<file path="config.mk">
export PLATFORM = sky130hd
export DESIGN_NAME = fws_ctrl
export DESIGN_NICKNAME = d
export VERILOG_FILES = /design/src/verilog/fws_strobe.v /design/src/verilog/fws_ctrl.v
export VERILOG_INCLUDE_DIRS = /design/src /design/src/verilog
export SDC_FILE = /design/constraint.sdc
export NUM_CORES = 1
export LEC_CHECK = 0
export BUFFER_PORTS_ARGS = -buffer_cell sky130_fd_sc_hd__clkbuf_2
export CAP_MARGIN = 5
export CORE_MARGIN = 5
export CORE_UTILIZATION = 49
export CTS_CLUSTER_SIZE = 24
export DETAILED_ROUTE_END_ITERATION = 10
export GPL_ROUTABILITY_DRIVEN = 0
export PLACE_DENSITY = 0.83
export SLEW_MARGIN = 40
export SYNTH_ARGS = -nofsm -noshare
export SYNTH_HDL_FRONTEND = slang
export SYNTH_SLANG_ARGS = --single-unit
</file>
<file path="constraint.sdc">
create_clock -name pclk -period 4.26 [get_ports pclk]
set_input_delay 0.639 -clock pclk [delete_from_list [all_inputs] [get_ports pclk]]
set_output_delay 0.639 -clock pclk [all_outputs]
set_load 0.005 [all_outputs]
</file>
<file path="src/verilog/fws_defs.vh">
/*
 * constants for the flash status-polling controller: register offsets,
 * field positions, command codes and bus timing counts.
 * assumes a 10 MHz pclk and an asynchronous parallel flash bus.
 */
`ifndef FWS_DEFS_VH
`define FWS_DEFS_VH

// register offsets (byte addresses)
`define FWS_OFF_CTRL 12'h000
`define FWS_OFF_ADDR 12'h004
`define FWS_OFF_DATA 12'h008
`define FWS_OFF_STAT 12'h00C
`define FWS_OFF_RDAT 12'h010
`define FWS_OFF_PCNT 12'h014

// ctrl fields
`define FWS_CTRL_GO 0
`define FWS_CTRL_OP_LO 1
`define FWS_CTRL_OP_HI 3

// operation codes
`define FWS_OP_READ 3'h0
`define FWS_OP_WRITE 3'h1
`define FWS_OP_PROGRAM 3'h2
`define FWS_OP_SECT_ERASE 3'h3
`define FWS_OP_CHIP_ERASE 3'h4
`define FWS_OP_SUSPEND 3'h5
`define FWS_OP_RESUME 3'h6
`define FWS_OP_RESET 3'h7

// status fields
`define FWS_ST_BUSY 0
`define FWS_ST_DONE 1
`define FWS_ST_FAIL 2
`define FWS_ST_RYBY 3
`define FWS_ST_SUSP 4

// status bit positions in the flash data byte
`define FWS_DPOLL 7
`define FWS_TOG1 6
`define FWS_TFAIL 5
`define FWS_ETIMER 3
`define FWS_TOG2 2

// command bytes
`define FWS_CMD_AA 8'hAA
`define FWS_CMD_55 8'h55
`define FWS_CMD_PROG 8'hA0
`define FWS_CMD_ERASE 8'h80
`define FWS_CMD_CHIP 8'h10
`define FWS_CMD_SECT 8'h30
`define FWS_CMD_SUSP 8'hB0
`define FWS_CMD_RESUME 8'h30
`define FWS_CMD_RESET 8'hF0
`define FWS_UNLOCK_A1 20'h0_0AAA
`define FWS_UNLOCK_A2 20'h0_0555

// bus timing, nanoseconds and cycles (100 ns period)
`define FWS_CLK_NS 100
`define FWS_STROBE_NS 200
`define FWS_STROBE_CYC ((`FWS_STROBE_NS + `FWS_CLK_NS - 1) / `FWS_CLK_NS)
`define FWS_RESET_VAL 32'h0000_0000

`endif

</file>
<file path="src/verilog/fws_strobe.v">
/*
 * single flash bus cycle engine: drives one read or write strobe for a
 * fixed number of clocks. assumes caller holds addr/data while busy.
 */
`timescale 1ns/1ns
`default_nettype none
`include "fws_defs.vh"

module fws_strobe #(
    parameter integer CYC = `FWS_STROBE_CYC
) (
    // clock and reset
    input wire pclk,
    input wire presetn,
    // request
    input wire start,
    input wire is_write,
    // flash strobes
    output reg ce_n,
    output reg oe_n,
    output reg we_n,
    output reg data_oe,
    // completion pulse, read data valid then
    output reg done
);
    reg [7:0] cnt_reg;
    always @(posedge pclk or negedge presetn) begin
        if (!presetn) begin
            cnt_reg <= 8'h00;
            ce_n <= 1'b1;
            oe_n <= 1'b1;
            we_n <= 1'b1;
            data_oe <= 1'b0;
            done <= 1'b0;
        end else begin
            done <= 1'b0;
            if (start && ce_n) begin
                cnt_reg <= CYC[7:0];
                ce_n <= 1'b0;
                oe_n <= is_write;
                we_n <= ~is_write;
                data_oe <= is_write;
            end else if (!ce_n) begin
                if (cnt_reg == 8'h01) begin
                    // strobes rise together; write data latches here
                    ce_n <= 1'b1;
                    oe_n <= 1'b1;
                    we_n <= 1'b1;
                    data_oe <= 1'b0;
                    done <= 1'b1;
                end
                cnt_reg <= cnt_reg - 8'h01;
            end
        end
    end
endmodule
`default_nettype wire

</file>
<file path="src/verilog/fws_ctrl.v">
/*
 * apb-controlled host for a parallel nor flash: issues program, erase,
 * suspend, resume and reset sequences, and polls write status after program and erase.
 * assumes flash is in byte mode and inputs are synchronous to pclk.
 */
// The register addresses and register access over APB are this design's own decisions.
// Contract
// - host reads status at program address
// - host reads erase status inside erasing sector
// - after true data, take data from next read
// - host combines both toggle bits for mode; the code compares only toggle_bit_one
// - timeout_fail_bit set; host issues reset
// - host reads status twice to compare toggles
`timescale 1ns/1ns
`default_nettype none
`include "fws_defs.vh"

module fws_ctrl #(
    parameter integer AW = 20
) (
    // clock and reset
    input wire pclk,
    input wire presetn,
    // apb slave
    input wire psel,
    input wire penable,
    input wire pwrite,
    input wire [11:0] paddr,
    input wire [31:0] pwdata,
    output reg [31:0] prdata,
    output reg pready,
    output reg pslverr,
    // flash bus
    output reg [AW-1:0] flash_addr,
    output reg [7:0] flash_dq_out,
    input wire [7:0] flash_dq_in,
    output reg flash_dq_oe,
    output reg flash_ce_n,
    output reg flash_oe_n,
    output reg flash_we_n,
    input wire ready_busy_n,
    // activity
    output reg busy
);
    localparam [3:0] S_IDLE = 4'd0;
    localparam [3:0] S_CMD = 4'd1;
    localparam [3:0] S_CMDW = 4'd2;
    localparam [3:0] S_POLL1 = 4'd3;
    localparam [3:0] S_POLL1W = 4'd4;
    localparam [3:0] S_POLL2 = 4'd5;
    localparam [3:0] S_POLL2W = 4'd6;
    localparam [3:0] S_FINAL = 4'd7;
    localparam [3:0] S_FINALW = 4'd8;

    reg [3:0] state_reg;
    reg [2:0] op_reg;
    reg [2:0] step_reg;
    reg [2:0] nsteps_reg;
    reg [AW-1:0] addr_reg;
    reg [7:0] data_reg;
    reg [7:0] rdat_reg;
    reg [7:0] first_reg;
    reg done_reg;
    reg fail_reg;
    reg susp_reg;
    reg ryby_reg;
    reg [15:0] pcnt_reg;
    reg go_reg;
    reg recheck_reg;
    reg is_wr_reg;
    reg [AW-1:0] cyc_addr;
    reg [7:0] cyc_data;
    wire ce_w;
    wire oe_w;
    wire we_w;
    wire doe_w;
    wire cyc_done;

    fws_strobe u_strobe (
        .pclk(pclk),
        .presetn(presetn),
        .start(go_reg),
        .is_write(is_wr_reg),
        .ce_n(ce_w),
        .oe_n(oe_w),
        .we_n(we_w),
        .data_oe(doe_w),
        .done(cyc_done)
    );

    // command sequence table: one bus write per step
    always @* begin
        cyc_addr = `FWS_UNLOCK_A1;
        cyc_data = `FWS_CMD_AA;
        case (op_reg)
            `FWS_OP_PROGRAM: begin
                case (step_reg)
                    3'd1: begin cyc_addr = `FWS_UNLOCK_A2; cyc_data = `FWS_CMD_55; end
                    3'd2: cyc_data = `FWS_CMD_PROG;
                    3'd3: begin cyc_addr = addr_reg; cyc_data = data_reg; end
                    default: cyc_data = `FWS_CMD_AA;
                endcase
            end
            `FWS_OP_SECT_ERASE, `FWS_OP_CHIP_ERASE: begin
                case (step_reg)
                    3'd1, 3'd4: begin cyc_addr = `FWS_UNLOCK_A2; cyc_data = `FWS_CMD_55; end
                    3'd2: cyc_data = `FWS_CMD_ERASE;
                    3'd5: begin
                        if (op_reg == `FWS_OP_SECT_ERASE) begin
                            cyc_addr = addr_reg;
                            cyc_data = `FWS_CMD_SECT;
                        end else begin
                            cyc_data = `FWS_CMD_CHIP;
                        end
                    end
                    default: cyc_data = `FWS_CMD_AA;
                endcase
            end
            `FWS_OP_SUSPEND: begin cyc_addr = addr_reg; cyc_data = `FWS_CMD_SUSP; end
            `FWS_OP_RESUME: begin cyc_addr = addr_reg; cyc_data = `FWS_CMD_RESUME; end
            `FWS_OP_RESET: begin cyc_addr = addr_reg; cyc_data = `FWS_CMD_RESET; end
            default: begin cyc_addr = addr_reg; cyc_data = data_reg; end
        endcase
    end

    wire apb_wr = psel && penable && pwrite && pready;
    wire start_req = apb_wr && (paddr == `FWS_OFF_CTRL) && pwdata[`FWS_CTRL_GO] && !busy;
    wire [2:0] req_op = pwdata[`FWS_CTRL_OP_HI:`FWS_CTRL_OP_LO];
    wire is_erase = (op_reg == `FWS_OP_SECT_ERASE) || (op_reg == `FWS_OP_CHIP_ERASE);
    // a status read at any address flips toggle_bit_one
    wire toggling = flash_dq_in[`FWS_TOG1] != first_reg[`FWS_TOG1];

    always @(posedge pclk or negedge presetn) begin
        if (!presetn) begin
            state_reg <= S_IDLE;
            op_reg <= 3'h0;
            step_reg <= 3'h0;
            nsteps_reg <= 3'h0;
            addr_reg <= {AW{1'b0}};
            data_reg <= 8'h00;
            rdat_reg <= 8'h00;
            first_reg <= 8'h00;
            done_reg <= 1'b0;
            fail_reg <= 1'b0;
            susp_reg <= 1'b0;
            ryby_reg <= 1'b1;
            pcnt_reg <= 16'h0000;
            go_reg <= 1'b0;
            recheck_reg <= 1'b0;
            is_wr_reg <= 1'b0;
            busy <= 1'b0;
            prdata <= `FWS_RESET_VAL;
            pready <= 1'b0;
            pslverr <= 1'b0;
            flash_addr <= {AW{1'b0}};
            flash_dq_out <= 8'h00;
            flash_dq_oe <= 1'b0;
            flash_ce_n <= 1'b1;
            flash_oe_n <= 1'b1;
            flash_we_n <= 1'b1;
        end else begin
            go_reg <= 1'b0;
            ryby_reg <= ready_busy_n;
            flash_ce_n <= ce_w;
            flash_oe_n <= oe_w;
            flash_we_n <= we_w;
            flash_dq_oe <= doe_w;
            // apb: no wait state, answer in the first access cycle
            pready <= psel && !penable;
            pslverr <= 1'b0;
            if (psel && !penable) begin
                case (paddr)
                    `FWS_OFF_CTRL: prdata <= {28'h000_0000, op_reg, busy};
                    `FWS_OFF_ADDR: prdata <= {{(32-AW){1'b0}}, addr_reg};
                    `FWS_OFF_DATA: prdata <= {24'h00_0000, data_reg};
                    `FWS_OFF_STAT: prdata <= {27'h000_0000, susp_reg, ryby_reg,
                                              fail_reg, done_reg, busy};
                    `FWS_OFF_RDAT: prdata <= {24'h00_0000, rdat_reg};
                    `FWS_OFF_PCNT: prdata <= {16'h0000, pcnt_reg};
                    default: begin
                        prdata <= 32'h0000_0000;
                        pslverr <= 1'b1;
                    end
                endcase
            end
            if (apb_wr && !busy) begin
                if (paddr == `FWS_OFF_ADDR) addr_reg <= pwdata[AW-1:0];
                if (paddr == `FWS_OFF_DATA) data_reg <= pwdata[7:0];
            end
            case (state_reg)
                S_IDLE: begin
                    if (start_req) begin
                        op_reg <= req_op;
                        step_reg <= 3'd0;
                        busy <= 1'b1;
                        done_reg <= 1'b0;
                        fail_reg <= 1'b0;
                        pcnt_reg <= 16'h0000;
                        recheck_reg <= 1'b0;
                        case (req_op)
                            `FWS_OP_PROGRAM: nsteps_reg <= 3'd4;
                            `FWS_OP_SECT_ERASE, `FWS_OP_CHIP_ERASE: nsteps_reg <= 3'd6;
                            default: nsteps_reg <= 3'd1;
                        endcase
                        if (req_op == `FWS_OP_SUSPEND) susp_reg <= 1'b1;
                        if (req_op == `FWS_OP_RESUME || req_op == `FWS_OP_RESET)
                            susp_reg <= 1'b0;
                        state_reg <= (req_op == `FWS_OP_READ) ? S_FINAL : S_CMD;
                    end
                end
                S_CMD: begin
                    flash_addr <= cyc_addr;
                    flash_dq_out <= cyc_data;
                    is_wr_reg <= 1'b1;
                    go_reg <= 1'b1;
                    state_reg <= S_CMDW;
                end
                S_CMDW: begin
                    if (cyc_done) begin
                        if (step_reg == nsteps_reg - 3'd1) begin
                            // status valid from last write strobe rise
                            if (op_reg == `FWS_OP_PROGRAM || is_erase) begin
                                state_reg <= S_POLL1;
                            end else begin
                                done_reg <= 1'b1;
                                busy <= 1'b0;
                                state_reg <= S_IDLE;
                            end
                        end else begin
                            step_reg <= step_reg + 3'd1;
                            state_reg <= S_CMD;
                        end
                    end
                end
                S_POLL1, S_POLL2, S_FINAL: begin
                    // poll at target address so polling bit is valid
                    flash_addr <= addr_reg;
                    is_wr_reg <= 1'b0;
                    go_reg <= 1'b1;
                    state_reg <= state_reg + 4'd1;
                end
                S_POLL1W: begin
                    if (cyc_done) begin
                        // whole byte kept, toggle_bit_two beside toggle_bit_one
                        first_reg <= flash_dq_in;
                        pcnt_reg <= pcnt_reg + 16'h0001;
                        state_reg <= S_POLL2;
                    end
                end
                S_POLL2W: begin
                    if (cyc_done) begin
                        pcnt_reg <= pcnt_reg + 16'h0001;
                        // two reads compared; stopped toggle means finished
                        // protected targets also stop after a while
                        if (!toggling) begin
                            state_reg <= S_FINAL;
                        end else if (recheck_reg) begin
                            // still toggling on the recheck: abort with reset
                            fail_reg <= 1'b1;
                            op_reg <= `FWS_OP_RESET;
                            step_reg <= 3'd0;
                            nsteps_reg <= 3'd1;
                            state_reg <= S_CMD;
                        end else if (first_reg[`FWS_TFAIL] || flash_dq_in[`FWS_TFAIL]) begin
                            // toggle may stop as the fail bit rises, or pair status with data
                            recheck_reg <= 1'b1;
                            state_reg <= S_POLL1;
                        end else begin
                            state_reg <= S_POLL1;
                        end
                    end
                end
                S_FINALW: begin
                    if (cyc_done) begin
                        // data taken from the read after toggling stopped
                        rdat_reg <= flash_dq_in;
                        if (op_reg == `FWS_OP_PROGRAM &&
                            flash_dq_in[`FWS_DPOLL] != data_reg[`FWS_DPOLL])
                            fail_reg <= 1'b1;
                        done_reg <= 1'b1;
                        busy <= 1'b0;
                        state_reg <= S_IDLE;
                    end
                end
                default: state_reg <= S_IDLE;
            endcase
        end
    end
endmodule
`default_nettype wire

</file>
==> impl_summary.md <==
Clocking
Once the clock tree was built, the resizer swapped 0 gates to a different size. The clock latency on the worst-skew pair is 0.43 ns. After clock tree synthesis, the clock-pin slew on the worst setup and hold paths is 0.06 ns. The total setup buffers inserted after CTS is 0.

The number of buffers created by CTS is 17. TritonCTS built the clock tree. The count of hold-fix buffers inserted at cts is 0. No sink is reached through more buffers than the 2 on the longest clock path.

The clock root buffer is sky130_fd_sc_hd__clkbuf_16. Counting every sink on the clock net gives 142. CTS built an H-tree with a depth of 4.

Placed design
The setup slack after placement is 1.401 ns. The sum of net half-perimeters after detailed placement is 13,500 µm. The number of I/O port buffers is 100.

Floorplan
The overall die area is 17,030 µm². The die width is 130.5 µm. The floorplan step defined a core boundary enclosing 14,370 µm².

The number of rows created at floorplan is 44. The die extent in y is 130.5 µm. The total I/O pin count is 125. The initial core utilization is 49.52%.

Worst setup path
The endpoint arrival time on the critical path is 3.06 ns. The depth of the worst register-to-register path is 7. The category of the most critical setup path is register to register.

For flop-to-flop paths, the worst setup slack is 1.55 ns. In this run the critical register-to-register path is captured at pcnt_reg[15]. Tracing the worst setup path back leads to its startpoint at state_reg[0].

The required time of the critical path is 4.61 ns. The startpoint identified for the worst register-to-register timing path is state_reg[0]. The worst setup path is captured at a register. The startpoint kind of the worst setup timing path is a register. Of all nets on the critical path, the largest fanout is 10.

Timing
For this run, the top clock speed supported by timing is 369.1 MHz. The number of hold-slack violations in the final timing report was 0. After layout, the worst setup slack is 1.551 ns. The number of pins with negative max-slew slack in the final report is 0.

In the final timing run, aggregate negative setup slack is 0 ns. The post-route clock period utilization is 63.60%. Clock skew on the completed layout was measured at 0.007754 ns. For the pin with the worst max-slew slack, the measured transition is 0.7941 ns. The worst slew margin relative to its limit is 46.87%. Setup repair after global routing left no endpoint under its margin.

The worst path in the final design needs a cycle of 2.709 ns, including I/O delays and setup. Setup violations remaining at the end of the flow were counted as 0.

Final layout
Cells with a size suffix above 1 make up 26.22% of the layout. The antenna diode count is 0. The most common cell after layout, fill and taps aside is sky130_fd_sc_hd__dfrtp_1. The utilization of the core after routing is 58.36%. The layout overhead on the synthesized area is 17.85%. For this run, the post-layout net count is 855.

The count of filler cells inserted in the layout is 1,132. The top cell types in the final layout, fill and taps aside, are sky130_fd_sc_hd__dfrtp_1 (135), sky130_fd_sc_hd__clkbuf_2 (99), sky130_fd_sc_hd__nand2_1 (69).

Route
After detailed routing, the average wire length per cell comes to 19.72 µm. The number of vias in the routed layout is 5,968. In this run the remaining antenna-violating nets after routing total 0.

The total iterations of the first detailed-routing run is 5. The per-cell via count in the routed design is 6.084. The post-detailed-routing wire length is 19,350 µm. The detailed-route DRC error count is 0. The number of DRC markers after the initial detailed-route iteration is 696.

Flow run
The max capacitance violation total is 0.

Power
The analysis attributes to cell leakage a power of 0.003909 µW. Dividing total power by cell area gives a power density of 569.2 nW/µm². The maximum vdd ir drop is 0.3420 mV.

Summing internal, switching and leakage power gives 4773 µW.

Global route
The number of antenna violations at the first check in global routing is 2. The first global-routing pass estimated 30,640 µm of wire. Entering global routing, the biggest net connects 117 pins. The via count of the first global-routing pass is 5,830. For this run the aggregate overflow at the end of global routing stands at 0. Global routing used 23.13% of the available tracks across all layers.

Synthesis
Summing every instance area after synthesis gives 7116 µm². The netlist uses 67 different library cells. Sorting the synthesized cells by area gives the leading types as sky130_fd_sc_hd__dfrtp_1 (47%), sky130_fd_sc_hd__mux2_2 (7.4%), sky130_fd_sc_hd__o21ai_0 (3.9%).

The number of enable flip-flop cells after synthesis is 0. The post-synthesis sequential element count is 142. The predominant post-synthesis flop cell is sky130_fd_sc_hd__dfrtp_1. The count of synthesis-stage warnings from yosys is 0. The proportion of register bits with asynchronous set or reset after synthesis is 100.0%. Averaged over all synthesized cells, the footprint is 10.28 µm².

The proportion of netlist area held by the largest area contributor is 47.48%. The synthesized instance count is 692. The most area-hungry cell type in the Yosys netlist is sky130_fd_sc_hd__dfrtp_1. The share of the Yosys chip area taken by registers is 50.06%.

Hold path
The classification of the worst-slack hold path is input pin to async pin.

Run status
The run finished with clean final reports.
[metal layers]
layer  vias to the layer above  track usage, %  routed length, µm
li1                       2674               -                  -
met1                      2900           28.78               7386
met2                       323           38.28               9393
met3                        67           6.179               1872
met4                         4           9.679                676
met5                         -               0                 21
[cell type report]
type | count | area [µm²] | area share [%]
Sequential cell | 142 | 3562 | 42.48
Clock inverter | 10 | 185.2 | 2.208
Timing Repair Buffer | 104 | 560.5 | 6.685
Inverter | 26 | 97.59 | 1.164
Multi-Input combinational cell | 493 | 3296 | 39.30
Clock buffer | 22 | 454.2 | 5.416
Tap cell | 184 | 230.2 | 2.745
[synth_stat cells, types with 7 or more instances]
cell / number
sky130_fd_sc_hd__nand3_1: 20
sky130_fd_sc_hd__nand2_1: 70
sky130_fd_sc_hd__nand2b_1: 9
sky130_fd_sc_hd__a22o_1: 11
sky130_fd_sc_hd__nor3_1: 8
sky130_fd_sc_hd__dfrtp_1: 135
sky130_fd_sc_hd__a31oi_1: 9
sky130_fd_sc_hd__buf_2: 7
sky130_fd_sc_hd__or2_2: 7
sky130_fd_sc_hd__o21ai_0: 55
sky130_fd_sc_hd__mux2_2: 47
sky130_fd_sc_hd__nor2b_1: 12
sky130_fd_sc_hd__inv_1: 25
sky130_fd_sc_hd__mux2i_1: 8
sky130_fd_sc_hd__nor2_1: 43
sky130_fd_sc_hd__a21oi_1: 38
sky130_fd_sc_hd__a22oi_1: 14
sky130_fd_sc_hd__dfstp_2: 7
sky130_fd_sc_hd__ha_1: 13
sky130_fd_sc_hd__clkbuf_1: 21
sky130_fd_sc_hd__and2_1: 9
sky130_fd_sc_hd__nand4_1: 7
sky130_fd_sc_hd__o31ai_1: 11
sky130_fd_sc_hd__buf_4: 13
[stage by stage]
| step | hold slack, ns | cell area, µm² | instances |
|---|---|---|---|
| 3_5_place_dp | 0.3596 | 7712 | 948 |
| 2_1_floorplan | 0.3434 | 7157 | 703 |
| 6_report | 0.07800 | 8386 | 981 |
| 3_3_place_gp | 0.3596 | 7701 | 948 |
| 4_1_cts | 0.2874 | 8352 | 980 |
| 5_1_grt | 0.09854 | 8386 | 981 |
[critical path, stage by stage, from the launching register on]
cell and delay [ns]:
sky130_fd_sc_hd__dfrtp_1 0.42, sky130_fd_sc_hd__inv_1 0.12, sky130_fd_sc_hd__ha_1 0.31, sky130_fd_sc_hd__nor2_1 0.12
sky130_fd_sc_hd__nor2_1 0.62, sky130_fd_sc_hd__nand2_1 0.37, sky130_fd_sc_hd__or4_1 0.58, sky130_fd_sc_hd__nand3_1 0.09
[worst max-delay path by stage]
| stage | cells past startpoint | end |
|---|---|---|
| floorplan | 6 | op_reg[0] |
| global placement | 5 | addr_reg[16] |
| detailed placement | 6 | prdata[9] |
| CTS | 7 | pcnt_reg[15] |
| global route | 7 | pcnt_reg[15] |
| finish | 7 | pcnt_reg[15] |
[where the power goes]
| part | internal [µW] | total, µW | switching [µW] |
|---|---|---|---|
| logic | 574 | 1440 | 867 |
| clock network | 1050 | 1620 | 562 |
| registers | 1510 | 1720 | 202 |
| total | 3140 | 4770 | 1630 |
[cell families (layout without fill, tap and decap cells)]
group	after synthesis	after routing	share of synthesized area (%)
AND/OR/NAND/NOR	215	215	15.54
multiplexers	59	59	9.671
adder cells (fa/ha/maj)	13	13	2.286
buffers and inverters	68	162	4.396
flip-flops	142	142	50.06
other	1	12	0.05270
XOR/XNOR	9	9	1.108
AO/OA/AOI/OAI	185	185	16.88
Note: power is estimated with default switching activity, not from simulation.
